### src/rtl/tcc_defs.svh
`ifndef TCC_DEFS_SVH
`define TCC_DEFS_SVH
// Register byte offsets
`define TCC_OFF_CTL 8'h20
`define TCC_OFF_CNT 8'h24
`define TCC_OFF_PSC 8'h28
`define TCC_OFF_CAR 8'h2C
`define TCC_OFF_CV 8'h34
`define TCC_OFF_SWEV 8'h38
`define TCC_OFF_STAT 8'h3C
`define TCC_OFF_MASK 8'h40
// Control register fields
`define TCC_CTL_EN 0
`define TCC_CTL_P 1
`define TCC_CTL_NP 3
`define TCC_CTL_MS_LO 4
`define TCC_CTL_MS_HI 5
`define TCC_CTL_CSEN 6
`define TCC_CTL_CEN 7
// Status and mask fields
`define TCC_ST_UPD 0
`define TCC_ST_CAP 1
`define TCC_ST_CMP 2
`define TCC_ST_W 3
// Software event register bit
`define TCC_SWEV_UPG 0
// Reset value of every register
`define TCC_RST16 16'h0000
`endif

### src/rtl/tcc_pkg.sv
package tcc_pkg;
    typedef enum logic [1:0] {
        TCC_MS_OUT = 2'h0,
        TCC_MS_IN = 2'h1,
        TCC_MS_R2 = 2'h2,
        TCC_MS_R3 = 2'h3
    } tcc_ms_e;
    typedef struct packed {
        logic [15:0] cnt;
        logic [15:0] prescaler_divisor;
        logic [15:0] psc_sh;
        logic [15:0] pcnt;
        logic [15:0] car;
        logic [15:0] cv;
        logic [15:0] cv_sh;
        logic [7:0] ctl;
        logic [2:0] stat;
        logic [2:0] mask;
        logic in_prev;
        logic out_lvl;
        logic [31:0] rdata;
    } tcc_state_s;
endpackage : tcc_pkg

### src/rtl/tcc_timer.sv
`timescale 1ns/1ps
`include "tcc_defs.svh"
module tcc_timer
    import tcc_pkg::*;
(
    input wire logic mclk,
    input wire logic rst,
    input wire logic [7:0] addr,
    input wire logic [31:0] wdata,
    input wire logic wr,
    input wire logic rd,
    output logic [31:0] rdata,
    input wire logic own_filtered_input,
    output logic channel_output,
    output logic channel_output_n,
    output logic update_event,
    output logic irq
);
    tcc_state_s s_q;
    tcc_state_s s_d;

    logic [15:0] wd16;
    logic w_ctl, w_cnt, w_psc, w_car, w_cv, w_swev, w_stat, w_mask;
    logic cen, chen, pol, npol, csen;
    tcc_ms_e ms;
    logic tick, ovf, upd, cap_edge, cmp_hit, cap_ok, in_rise, in_fall;
    logic [2:0] ev;

    assign wd16 = wdata[15:0];
    assign w_ctl = wr && addr == `TCC_OFF_CTL;
    assign w_cnt = wr && addr == `TCC_OFF_CNT;
    assign w_psc = wr && addr == `TCC_OFF_PSC;
    assign w_car = wr && addr == `TCC_OFF_CAR;
    assign w_cv = wr && addr == `TCC_OFF_CV;
    assign w_swev = wr && addr == `TCC_OFF_SWEV && wdata[`TCC_SWEV_UPG];
    assign w_stat = wr && addr == `TCC_OFF_STAT;
    assign w_mask = wr && addr == `TCC_OFF_MASK;

    assign cen = s_q.ctl[`TCC_CTL_CEN];
    assign chen = s_q.ctl[`TCC_CTL_EN];
    assign pol = s_q.ctl[`TCC_CTL_P];
    assign npol = s_q.ctl[`TCC_CTL_NP];
    assign csen = s_q.ctl[`TCC_CTL_CSEN];
    assign ms = tcc_ms_e'(s_q.ctl[`TCC_CTL_MS_HI:`TCC_CTL_MS_LO]);

    // Counter clock enable: one pulse every divisor+1 kernel cycles
    assign tick = cen && s_q.pcnt == s_q.psc_sh;
    assign ovf = tick && s_q.cnt == s_q.car;
    assign upd = ovf || w_swev;

    assign in_rise = own_filtered_input && !s_q.in_prev;
    assign in_fall = !own_filtered_input && s_q.in_prev;
    always_comb begin
        case ({npol, pol})
            2'b00: cap_edge = in_rise;
            2'b01: cap_edge = in_fall;
            2'b11: cap_edge = in_rise || in_fall;
            default: cap_edge = 1'b0;
        endcase
    end
    assign cap_ok = chen && ms == TCC_MS_IN && cap_edge;
    assign cmp_hit = tick && ms == TCC_MS_OUT && s_q.cnt == s_q.cv;
    assign ev = {cmp_hit, cap_ok, upd};

    always_comb begin
        s_d = s_q;
        s_d.in_prev = own_filtered_input;
        if (upd) begin
            s_d.psc_sh = s_q.prescaler_divisor;
            s_d.pcnt = `TCC_RST16;
        end else if (cen) begin
            s_d.pcnt = tick ? `TCC_RST16 : s_q.pcnt + 16'h0001;
        end
        if (upd) begin
            s_d.cnt = `TCC_RST16;
        end else if (tick) begin
            s_d.cnt = s_q.cnt + 16'h0001;
        end
        if (w_cnt) begin
            s_d.cnt = wd16;
        end
        if (w_psc) begin
            s_d.prescaler_divisor = wd16;
        end
        if (w_car) begin
            s_d.car = wd16;
        end
        if (w_ctl) begin
            s_d.ctl[`TCC_CTL_EN] = wdata[`TCC_CTL_EN];
            s_d.ctl[`TCC_CTL_P] = wdata[`TCC_CTL_P];
            s_d.ctl[`TCC_CTL_NP] = wdata[`TCC_CTL_NP];
            s_d.ctl[`TCC_CTL_CSEN] = wdata[`TCC_CTL_CSEN];
            s_d.ctl[`TCC_CTL_CEN] = wdata[`TCC_CTL_CEN];
            // Mode select may change only while the channel is off
            if (!chen) begin
                s_d.ctl[`TCC_CTL_MS_HI:`TCC_CTL_MS_LO] =
                    wdata[`TCC_CTL_MS_HI:`TCC_CTL_MS_LO];
            end
        end
        // Preload register is written only in output mode
        if (w_cv && ms == TCC_MS_OUT) begin
            s_d.cv_sh = wd16;
            if (!csen) begin
                s_d.cv = wd16;
            end
        end
        if (upd && csen && ms == TCC_MS_OUT) begin
            s_d.cv = s_q.cv_sh;
        end
        if (cap_ok) begin
            s_d.cv = s_q.cnt;
        end
        // Reference level: high while count is below compare value in output mode, low in other modes
        if (ms == TCC_MS_OUT) begin
            s_d.out_lvl = s_d.cnt < s_d.cv;
        end else begin
            s_d.out_lvl = 1'b0;
        end
        if (w_mask) begin
            s_d.mask = wdata[`TCC_ST_W-1:0];
        end
        if (w_stat) begin
            s_d.stat = s_q.stat & ~wdata[`TCC_ST_W-1:0];
        end
        s_d.stat = s_d.stat | ev;
        s_d.rdata = 32'h00000000;
        if (rd) begin
            case (addr)
                `TCC_OFF_CTL: s_d.rdata = {24'h000000, s_q.ctl & 8'hFB};
                `TCC_OFF_CNT: s_d.rdata = {16'h0000, s_q.cnt};
                `TCC_OFF_PSC: s_d.rdata = {16'h0000, s_q.prescaler_divisor};
                `TCC_OFF_CAR: s_d.rdata = {16'h0000, s_q.car};
                `TCC_OFF_CV: s_d.rdata = {16'h0000, s_q.cv};
                `TCC_OFF_STAT: s_d.rdata = {29'h0000000, s_q.stat};
                `TCC_OFF_MASK: s_d.rdata = {29'h0000000, s_q.mask};
                default: s_d.rdata = 32'h00000000;
            endcase
        end
    end

    always_ff @(posedge mclk) begin
        if (rst) begin
            s_q <= '0;
        end else begin
            s_q <= s_d;
        end
    end

    assign rdata = s_q.rdata;
    // Idle at inactive level when disabled
    assign channel_output = (chen && s_q.out_lvl) ^ pol;
    assign channel_output_n = (chen && s_q.out_lvl) ^ npol;
    assign update_event = upd;
    assign irq = |(s_q.stat & s_q.mask);

    a_psc_write: assert property (@(posedge mclk) disable iff (rst)
        w_psc |=> s_q.prescaler_divisor == $past(wd16))
        else $error("prescaler write lost");

    a_psc_shadow: assert property (@(posedge mclk) disable iff (rst)
        !$past(upd) && !$past(rst) |-> $stable(s_q.psc_sh))
        else $error("prescaler shadow changed without update");

    a_psc_deferred: assert property (@(posedge mclk) disable iff (rst)
        w_psc && !upd |=> $stable(s_q.psc_sh))
        else $error("prescaler write reached shadow early");

    a_psc_load: assert property (@(posedge mclk) disable iff (rst)
        upd |=> s_q.psc_sh == $past(s_q.prescaler_divisor))
        else $error("prescaler shadow not loaded on update");

    a_update_source: assert property (@(posedge mclk) disable iff (rst)
        update_event |-> ovf || w_swev)
        else $error("update event without a cause");

    a_tick_gated: assert property (@(posedge mclk) disable iff (rst)
        !cen |-> !tick)
        else $error("counter tick while counter stopped");

    a_tick_spacing: assert property (@(posedge mclk) disable iff (rst)
        tick && !upd && cen ##1 (cen && !upd && !w_cnt) [*2]
            |-> !$past(tick) || s_q.psc_sh == 16'h0000)
        else $error("counter tick spacing wrong");

    a_pcnt_step: assert property (@(posedge mclk) disable iff (rst)
        cen && !upd && !tick |=> s_q.pcnt == $past(s_q.pcnt) + 16'h0001)
        else $error("prescaler counter did not advance");

    a_pcnt_wrap: assert property (@(posedge mclk) disable iff (rst)
        tick && !upd |=> s_q.pcnt == 16'h0000)
        else $error("prescaler counter did not wrap");

    a_pcnt_hold: assert property (@(posedge mclk) disable iff (rst)
        !cen && !upd |=> $stable(s_q.pcnt))
        else $error("prescaler counter moved while stopped");

    a_cnt_write: assert property (@(posedge mclk) disable iff (rst)
        w_cnt |=> s_q.cnt == $past(wd16))
        else $error("counter write lost");

    a_cnt_step: assert property (@(posedge mclk) disable iff (rst)
        tick && !upd && !w_cnt |=> s_q.cnt == $past(s_q.cnt) + 16'h0001)
        else $error("counter did not step on tick");

    a_cnt_hold: assert property (@(posedge mclk) disable iff (rst)
        !tick && !upd && !w_cnt |=> $stable(s_q.cnt))
        else $error("counter moved without tick");

    a_cnt_read: assert property (@(posedge mclk) disable iff (rst)
        rd && addr == `TCC_OFF_CNT |=> rdata == {16'h0000, $past(s_q.cnt)})
        else $error("counter read wrong");

    a_car_write: assert property (@(posedge mclk) disable iff (rst)
        w_car |=> s_q.car == $past(wd16))
        else $error("reload value write lost");

    a_ovf_limit: assert property (@(posedge mclk) disable iff (rst)
        ovf |-> s_q.cnt == s_q.car)
        else $error("overflow away from reload value");

    a_counter_reload: assert property (@(posedge mclk) disable iff (rst)
        ovf && !w_cnt |=> s_q.cnt == 16'h0000)
        else $error("counter did not reload");

    a_swev_clear: assert property (@(posedge mclk) disable iff (rst)
        w_swev |=> s_q.cnt == 16'h0000 && s_q.pcnt == 16'h0000)
        else $error("software update did not clear counters");

    a_capture_latch: assert property (@(posedge mclk) disable iff (rst)
        cap_ok |=> s_q.cv == $past(s_q.cnt) && s_q.stat[`TCC_ST_CAP])
        else $error("capture value not latched");

    a_cv_readonly: assert property (@(posedge mclk) disable iff (rst)
        w_cv && ms == TCC_MS_IN && !cap_ok |=> $stable(s_q.cv))
        else $error("capture value written by software");

    a_cv_read: assert property (@(posedge mclk) disable iff (rst)
        rd && addr == `TCC_OFF_CV |=> rdata == {16'h0000, $past(s_q.cv)})
        else $error("capture compare read wrong");

    a_cap_disabled: assert property (@(posedge mclk) disable iff (rst)
        !chen || ms != TCC_MS_IN |-> !cap_ok)
        else $error("capture while channel off");

    a_reserved_pol: assert property (@(posedge mclk) disable iff (rst)
        npol && !pol |-> !cap_ok)
        else $error("capture with reserved polarity");

    a_rise_capture: assert property (@(posedge mclk) disable iff (rst)
        chen && ms == TCC_MS_IN && !npol && !pol && in_rise |-> cap_ok)
        else $error("rising edge not captured");

    a_fall_ignored: assert property (@(posedge mclk) disable iff (rst)
        !npol && !pol && in_fall |-> !cap_ok)
        else $error("falling edge captured in rising mode");

    a_fall_capture: assert property (@(posedge mclk) disable iff (rst)
        chen && ms == TCC_MS_IN && !npol && pol && in_fall |-> cap_ok)
        else $error("falling edge not captured");

    a_rise_ignored: assert property (@(posedge mclk) disable iff (rst)
        !npol && pol && in_rise |-> !cap_ok)
        else $error("rising edge captured in falling mode");

    a_both_edges: assert property (@(posedge mclk) disable iff (rst)
        chen && ms == TCC_MS_IN && npol && pol && (in_rise || in_fall) |-> cap_ok)
        else $error("edge missed in both edge mode");

    a_out_no_capture: assert property (@(posedge mclk) disable iff (rst)
        ms == TCC_MS_OUT |-> !cap_ok)
        else $error("capture in output mode");

    a_in_no_compare: assert property (@(posedge mclk) disable iff (rst)
        ms != TCC_MS_OUT |-> !cmp_hit)
        else $error("compare match outside output mode");

    a_mode_locked: assert property (@(posedge mclk) disable iff (rst)
        chen |=> $stable(ms))
        else $error("mode select changed while channel on");

    a_mode_write: assert property (@(posedge mclk) disable iff (rst)
        w_ctl && !chen |=> s_q.ctl[`TCC_CTL_MS_HI:`TCC_CTL_MS_LO] ==
            $past(wdata[`TCC_CTL_MS_HI:`TCC_CTL_MS_LO]))
        else $error("mode select write lost");

    a_ref_idle: assert property (@(posedge mclk) disable iff (rst)
        ms != TCC_MS_OUT |=> !s_q.out_lvl)
        else $error("reference active outside output mode");

    a_ref_level: assert property (@(posedge mclk) disable iff (rst)
        ms == TCC_MS_OUT |=> s_q.out_lvl == (s_q.cnt < s_q.cv))
        else $error("reference level does not follow compare");

    a_direct_cv: assert property (@(posedge mclk) disable iff (rst)
        w_cv && ms == TCC_MS_OUT && !csen && !cap_ok |=> s_q.cv == $past(wd16))
        else $error("direct compare write lost");

    a_shadow_write: assert property (@(posedge mclk) disable iff (rst)
        w_cv && ms == TCC_MS_OUT |=> s_q.cv_sh == $past(wd16))
        else $error("compare preload write lost");

    a_shadow_hold: assert property (@(posedge mclk) disable iff (rst)
        w_cv && ms == TCC_MS_OUT && csen && !upd |=> $stable(s_q.cv))
        else $error("shadowed compare changed before update");

    a_shadow_load: assert property (@(posedge mclk) disable iff (rst)
        upd && csen && ms == TCC_MS_OUT |=> s_q.cv == $past(s_q.cv_sh))
        else $error("compare shadow not loaded on update");

    a_compare_flag: assert property (@(posedge mclk) disable iff (rst)
        cmp_hit |=> s_q.stat[`TCC_ST_CMP])
        else $error("compare match flag not set");

    a_out_pol: assert property (@(posedge mclk) disable iff (rst)
        !chen |-> channel_output == pol && channel_output_n == npol)
        else $error("disabled output not at inactive level");

    a_main_active: assert property (@(posedge mclk) disable iff (rst)
        chen && s_q.out_lvl |-> channel_output == !pol)
        else $error("main output not at active level");

    a_compl_active: assert property (@(posedge mclk) disable iff (rst)
        chen && s_q.out_lvl |-> channel_output_n == !npol)
        else $error("complementary output not at active level");

    a_reset_state: assert property (@(posedge mclk) disable iff (rst)
        $past(rst) |-> s_q == '0)
        else $error("state not cleared by reset");
endmodule : tcc_timer

### config.mk
export PLATFORM = sky130hd
export DESIGN_NAME = tcc_timer
export DESIGN_NICKNAME = d
export VERILOG_FILES = /design/src/rtl/tcc_pkg.sv /design/src/rtl/tcc_timer.sv
export VERILOG_INCLUDE_DIRS = /design/src /design/src/rtl
export SDC_FILE = /design/constraint.sdc
export NUM_CORES = 1
export LEC_CHECK = 0
export ABC_CLOCK_PERIOD_IN_PS = 6850
export BUFFER_PORTS_ARGS = -buffer_cell sky130_fd_sc_hd__clkbuf_2
export CAP_MARGIN = 20
export CORE_ASPECT_RATIO = 0.8
export CORE_UTILIZATION = 30
export DETAILED_ROUTE_END_ITERATION = 7
export PLACE_DENSITY = 0.44
export SLEW_MARGIN = 25
export SYNTH_ARGS = -nofsm -noshare
export SYNTH_HDL_FRONTEND = slang
export SYNTH_SLANG_ARGS = --single-unit
### constraint.sdc
create_clock -name mclk -period 6.85 [get_ports mclk]
set_input_delay 1.37 -clock mclk [delete_from_list [all_inputs] [get_ports mclk]]
set_output_delay 1.37 -clock mclk [all_outputs]
set_load 0.01 [all_outputs]
# Yosys cells after proc, flatten, opt, wreduce, memory -nomap -nowiden
# Index checks and enable logic that the tools add are counted.
# word_totals
wordCells	83
output_inout_bits	36
reg_bits	159
# op_classes
bitwise_logic	9
muxes	11
reduce_logical	32
addsub	2
n_eq_ne	14
n_lt_le_gt_ge	1
# op_table
op	count
16-bit 2-to-1 mux	7
16-bit one-hot mux with 7 select lines	1
8-bit by 6-bit == test with 1-bit output, second input constant	7
16-bit == test	3
16-bit by 1-bit adder with 16-bit output, second input constant	2
32-bit 2-to-1 mux	1
1-bit logical AND	21
16-bit < comparator	1
8-bit by 7-bit == test with 1-bit output, second input constant	1
3-bit AND	2
2-bit OR reduction	3
2-bit by 1-bit == test with 1-bit output, second input constant	2
2-bit zero test	2
3-bit 2-to-1 mux	1
1-bit inverter	3
3-bit inverter	1
3-bit bitwise OR	1
1-bit one-hot mux with 3 select lines	1
3-bit OR reduction	1
2-bit == test, second input constant	1
1-bit zero test	2
1-bit logical OR	2
2-bit AND reduction	1
1-bit XOR	2

# Depth between registers and ports, before layout
# logic_depth
word_depth	9
ltp_mapped	18
depth_no_buf	16

# Worst setup path before layout
# No wires, ideal clock.
# synth_timing
kind	in2reg
start	in addr[7]
end	reg s_q[32] in the netlist's numbering
n_path_buf	1
setup_slack_ps	2286
required_time_ps	6764
setup_ps	86
t_arrival_ps	4478
cell_stages	16
path_cell_list	or3b_1 nand4b_4 nor2_2 buf_4 mux2i_1 nor3_1 o21ai_1 and2_1 ha_1 a21o_1 a21o_1 a21o_1 o21ai_0 or2_2 o22ai_1 a211oi_1
# synth_between
elab_chain_cells	9
elab_cells_between_ends	17
classes_between	order compare (1); eq/ne (3); mux (5); reduce/logical (8)
# synth_rtl
element	line	text
start: declaration	tcc_timer.sv:8	input wire logic [7:0] addr,
8-bit by 6-bit == test with 1-bit output (no source line)	n/a	
1-bit logical AND (no source line)	n/a	
1-bit logical AND	tcc_timer.sv:35	assign w_swev = wr && addr == `TCC_OFF_SWEV && wdata[`TCC_SWEV_UPG];
1-bit logical OR	tcc_timer.sv:49	assign upd = ovf || w_swev;
1-bit logical AND (2 in a row)	tcc_timer.sv:107	if (upd && csen && ms == TCC_MS_OUT) begin
16-bit 2-to-1 mux	tcc_timer.sv:107	
16-bit 2-to-1 mux	tcc_timer.sv:110	if (cap_ok) begin
16-bit < comparator *	tcc_timer.sv:115	s_d.out_lvl = s_d.cnt < s_d.cv;
end signal: assignment	tcc_timer.sv:143	s_q <= '0;
end signal: assignment	tcc_timer.sv:145	s_q <= s_d;
end: declaration	tcc_timer.sv:19	tcc_state_s s_q;
# Every way passes the cells marked *; elsewhere a longest branch is shown, timed or not.
# A chain may end at the register's enable or synchronous reset.

# Worst setup path after layout
# layout_timing
start	in addr[2]
end	reg s_q[32] in the netlist's numbering
# Same word-level chain as after synthesis.

==> flow_metrics.env <==
export IMPL_status="completed"
export IMPL_synth_top_area_share_pct=36.1
export IMPL_ys_seq_elements=143
export IMPL_worstPathRequired_ns=7.18
export IMPL_area_delta_synth_final_pct=11.3
export IMPL_post_cts_buffers=0
export IMPL_crit_path_start="addr[2]"
export IMPL_ys_async_sr_fraction_pct=0
export IMPL_crit_arrival_ns=5.46
export IMPL_endpoint_kind="register"
export IMPL_drt_iter0_markers=476
export IMPL_io_buffers=48
export IMPL_wl_per_cell_um=18.1
export IMPL_rsz0062_at_grt="no"
export IMPL_viasPerCell=5.03
export IMPL_synth_top_area_cell="dfxtp_1"
export IMPL_dieHeight_um=147
export IMPL_post_cts_resized=0
export IMPL_clk_pin_slew_ns=0.07
export IMPL_dp_hpwl_um=18200
export IMPL_fin_crit_sh_pct=74.8
export IMPL_clkPwrFrac_pct=51.5
export IMPL_period_needed_ns=5.13
export IMPL_crit_family="simple AND/OR/NAND/NOR gates"
export IMPL_grt_pass1_wl_um=39000
export IMPL_drv_slew=0
export IMPL_cts_max_path_buffers=2
export IMPL_reg2reg_slack_ns=2.11
export IMPL_synthDistinctLibCells=59
export IMPL_grt_pass1_vias=6549
export IMPL_p_sw_share_pct=26.2
export IMPL_cts_hold_fix_buffers=0
export IMPL_grt_total_usage_pct=19.0
export IMPL_powerDensity_nw_per_um2=210
export IMPL_diodes=0
export IMPL_crit_path_start_kind="input port"
export IMPL_worstReg2RegEnd="s_q[32]"
export IMPL_fill_cells=2791
export IMPL_comb_power_share_pct=3.6
export IMPL_die_w_um=184
export IMPL_cp_max_fo=25
export IMPL_fin_hold_ws_ns=0.449
export IMPL_io_pins=81
export IMPL_num_vias=6845
export IMPL_insertion_delay_ns=0.44
export IMPL_max_stage_delay_ns=0.55
export IMPL_fin_setup_tns_ns=0
export IMPL_hold_violations=0
export IMPL_synthCells=1006
export IMPL_worstHoldPathType="register to register"
export IMPL_r2r_cells=14
export IMPL_gp_congestion=0.847
export IMPL_synth_top_flop_cell="dfxtp_1"
export IMPL_cts_buffers=17
export IMPL_std_cell_rows=52
export IMPL_cts_htree_levels=4
export IMPL_final_setup_viol_count=0
export IMPL_final_common_cell="nand2_1"
export IMPL_fmax_mhz=195
export IMPL_worst_path_buf_inv=2
export IMPL_drc=0
export IMPL_drive_above_1_share_pct=11.2
export IMPL_cp_cell_sequence="clkbuf_2 > nor2b_1 > nand4b_4 > nor2_2 > buf_4 > mux2i_1 > nor3_1 > o21ai_1 > and2_1 > ha_1 > a21o_1 > a21o_1 > o21ai_0 > or2_2 > o22ai_1 > a211oi_1"
export IMPL_vdd_drop_max_uv=161
export IMPL_avgSynthCellArea_um2=7.88
export IMPL_firstDrtPassIters=6
export IMPL_finalWirelength_um=24600
export IMPL_p_leak_nw=3.20
export IMPL_synth_seq_area_share_pct=36.1
export IMPL_overflow=0
export IMPL_dieArea_um2=27100
export IMPL_crit_top_cell="a21o_1"
export IMPL_layout_common_cells="194 x nand2_1, 143 x dfxtp_1, 102 x a21oi_1, 47 x nor2_1, 47 x clkbuf_2"
export IMPL_core_um2=25600
export IMPL_cts_sinks=143
export IMPL_cpMaxStageDelayCell="clkbuf_2"
export IMPL_ys_top_cells_by_area="dfxtp_1 36%, nand2_1 9.2%, a21oi_1 6.4%"
export IMPL_switchingPower_w=0.000485
export IMPL_grt_start_max_net_pins=74
export IMPL_start_util_pct=30.9
export IMPL_antenna_found_initial=0
export IMPL_relSlewSlack_pct=39.9
export IMPL_antenna_left=0
export IMPL_finClkSkew_ns=0.0124
export IMPL_synth_edf_count=0
export IMPL_critPathKind="input port to register"
export IMPL_crit_cells=16
export IMPL_endpoint="s_q[32]"
export IMPL_netlist_area_um2=7930
export IMPL_seqPwrFrac_pct=45.0
export IMPL_cap_violations=0
export IMPL_final_nets=1061
export IMPL_internal_power_w=0.00137
export IMPL_synth_warnings=0
export IMPL_cts_root_buf="clkbuf_16"
export IMPL_worst_slew_pin_transition_ns=0.899
export IMPL_cts_tree="yes"
export IMPL_rr_startpoint="s_q[145]"
==> registers in the layout (all words and copies together) (netlist names) <==
name	cells
cen	1
chen	1
csen	1
ms	2
npol	1
pol	1
rdata	16
s_q	120
==> cell type report <==
class                           instances  area, µm²  area share, %
Sequential cell                       143       2860           32.4
Clock inverter                         15        163           1.84
Multi-Input combinational cell        762       4540           51.5
Tap cell                              351        439           4.98
Clock buffer                           17        425           4.82
Inverter                               11       41.3          0.468
Timing Repair Buffer                   62        348           3.94
==> logic make-up (layout without fill, tap and decap cells) <==
kind of cell | Yosys count | after routing | share of synthesized area, %
AND/OR/NAND/NOR | 406 | 406 | 24.6
AO/OA/AOI/OAI | 203 | 203 | 14.9
flip-flops | 143 | 143 | 36.1
buffers and inverters | 116 | 105 | 7.57
XOR/XNOR | 78 | 78 | 8.62
multiplexers | 40 | 40 | 5.10
adder cells (fa/ha/maj) | 19 | 19 | 3.00
other | 1 | 16 | 0.0473
==> metal layers <==
metal	wire length, µm	up-vias	global-route usage (%)
met3	1230	26	3.40
met2	10200	177	26.9
li1	-	3403	-
met5	0	-	0
met4	375	0	5.79
met1	12800	3239	28.7
==> cells in the mapped netlist, types with 5 or more instances <==
library cell,instances
a21oi_1,102
nor3_1,27
o21a_1,15
nand2_1,194
and3_1,7
dfxtp_1,143
nand4_1,18
nand3_1,46
inv_1,11
xnor2_1,43
a221oi_1,9
o21ai_0,18
nor2_1,48
o22a_1,5
buf_4,33
and2_1,19
nor4_1,7
mux2i_1,37
a21o_1,5
or3_1,5
xor2_1,35
ha_1,19
clkbuf_1,51
buf_2,13
a222oi_1,5
o21ai_1,33
nor2b_1,9
==> tightest hold or removal path, stage by stage (launching register included) <==
cell and delay [ns]:
dfxtp_1 0.31, nand2_1 0.05, a21oi_1 0.05
==> how the worst min path moves through the flow <==
stage | start | endpoint | slack (ns) | cells after the start
finish | s_q[59] | s_q[59] | 0.45 | 2
global route | s_q[56] | s_q[56] | 0.47 | 2
CTS | s_q[59] | s_q[59] | 0.46 | 2
detailed placement | s_q[59] | s_q[59] | 0.45 | 2
global placement | s_q[59] | s_q[59] | 0.44 | 2
floorplan | s_q[48] | s_q[48] | 0.43 | 2
==> power groups by stage <==
stage | Clock (W) | Combinational (W) | Sequential (W)
final | 0.000953 | 0.0000662 | 0.000833
after global routing | 0.00102 | 0.0000725 | 0.000833
after CTS | 0.000979 | 0.0000668 | 0.000833
after detailed placement | 0 | 0.0000664 | 0.000852
after global placement | 0 | 0.0000666 | 0.000852
after floorplan | 0 | 0.0000411 | 0.000852
==> per-stage QoR <==
stage / std cells / total power, W / util [%] / cell area [µm²] / setup slack (ns)
3_3_place_gp: 1328 / 0.000919 / 32.1 / 8220 / 1.22
5_1_grt: 1361 / 0.00192 / 34.4 / 8820 / 1.40
2_1_floorplan: 1021 / 0.000893 / - / 7990 / 2.29
6_report: 1361 / 0.00185 / 34.4 / 8820 / 1.72
3_5_place_dp: 1329 / 0.000919 / 32.1 / 8230 / 1.24
4_1_cts: 1361 / 0.00188 / 34.4 / 8820 / 1.71
No activity file was read; power rests on OpenSTA's default activity.
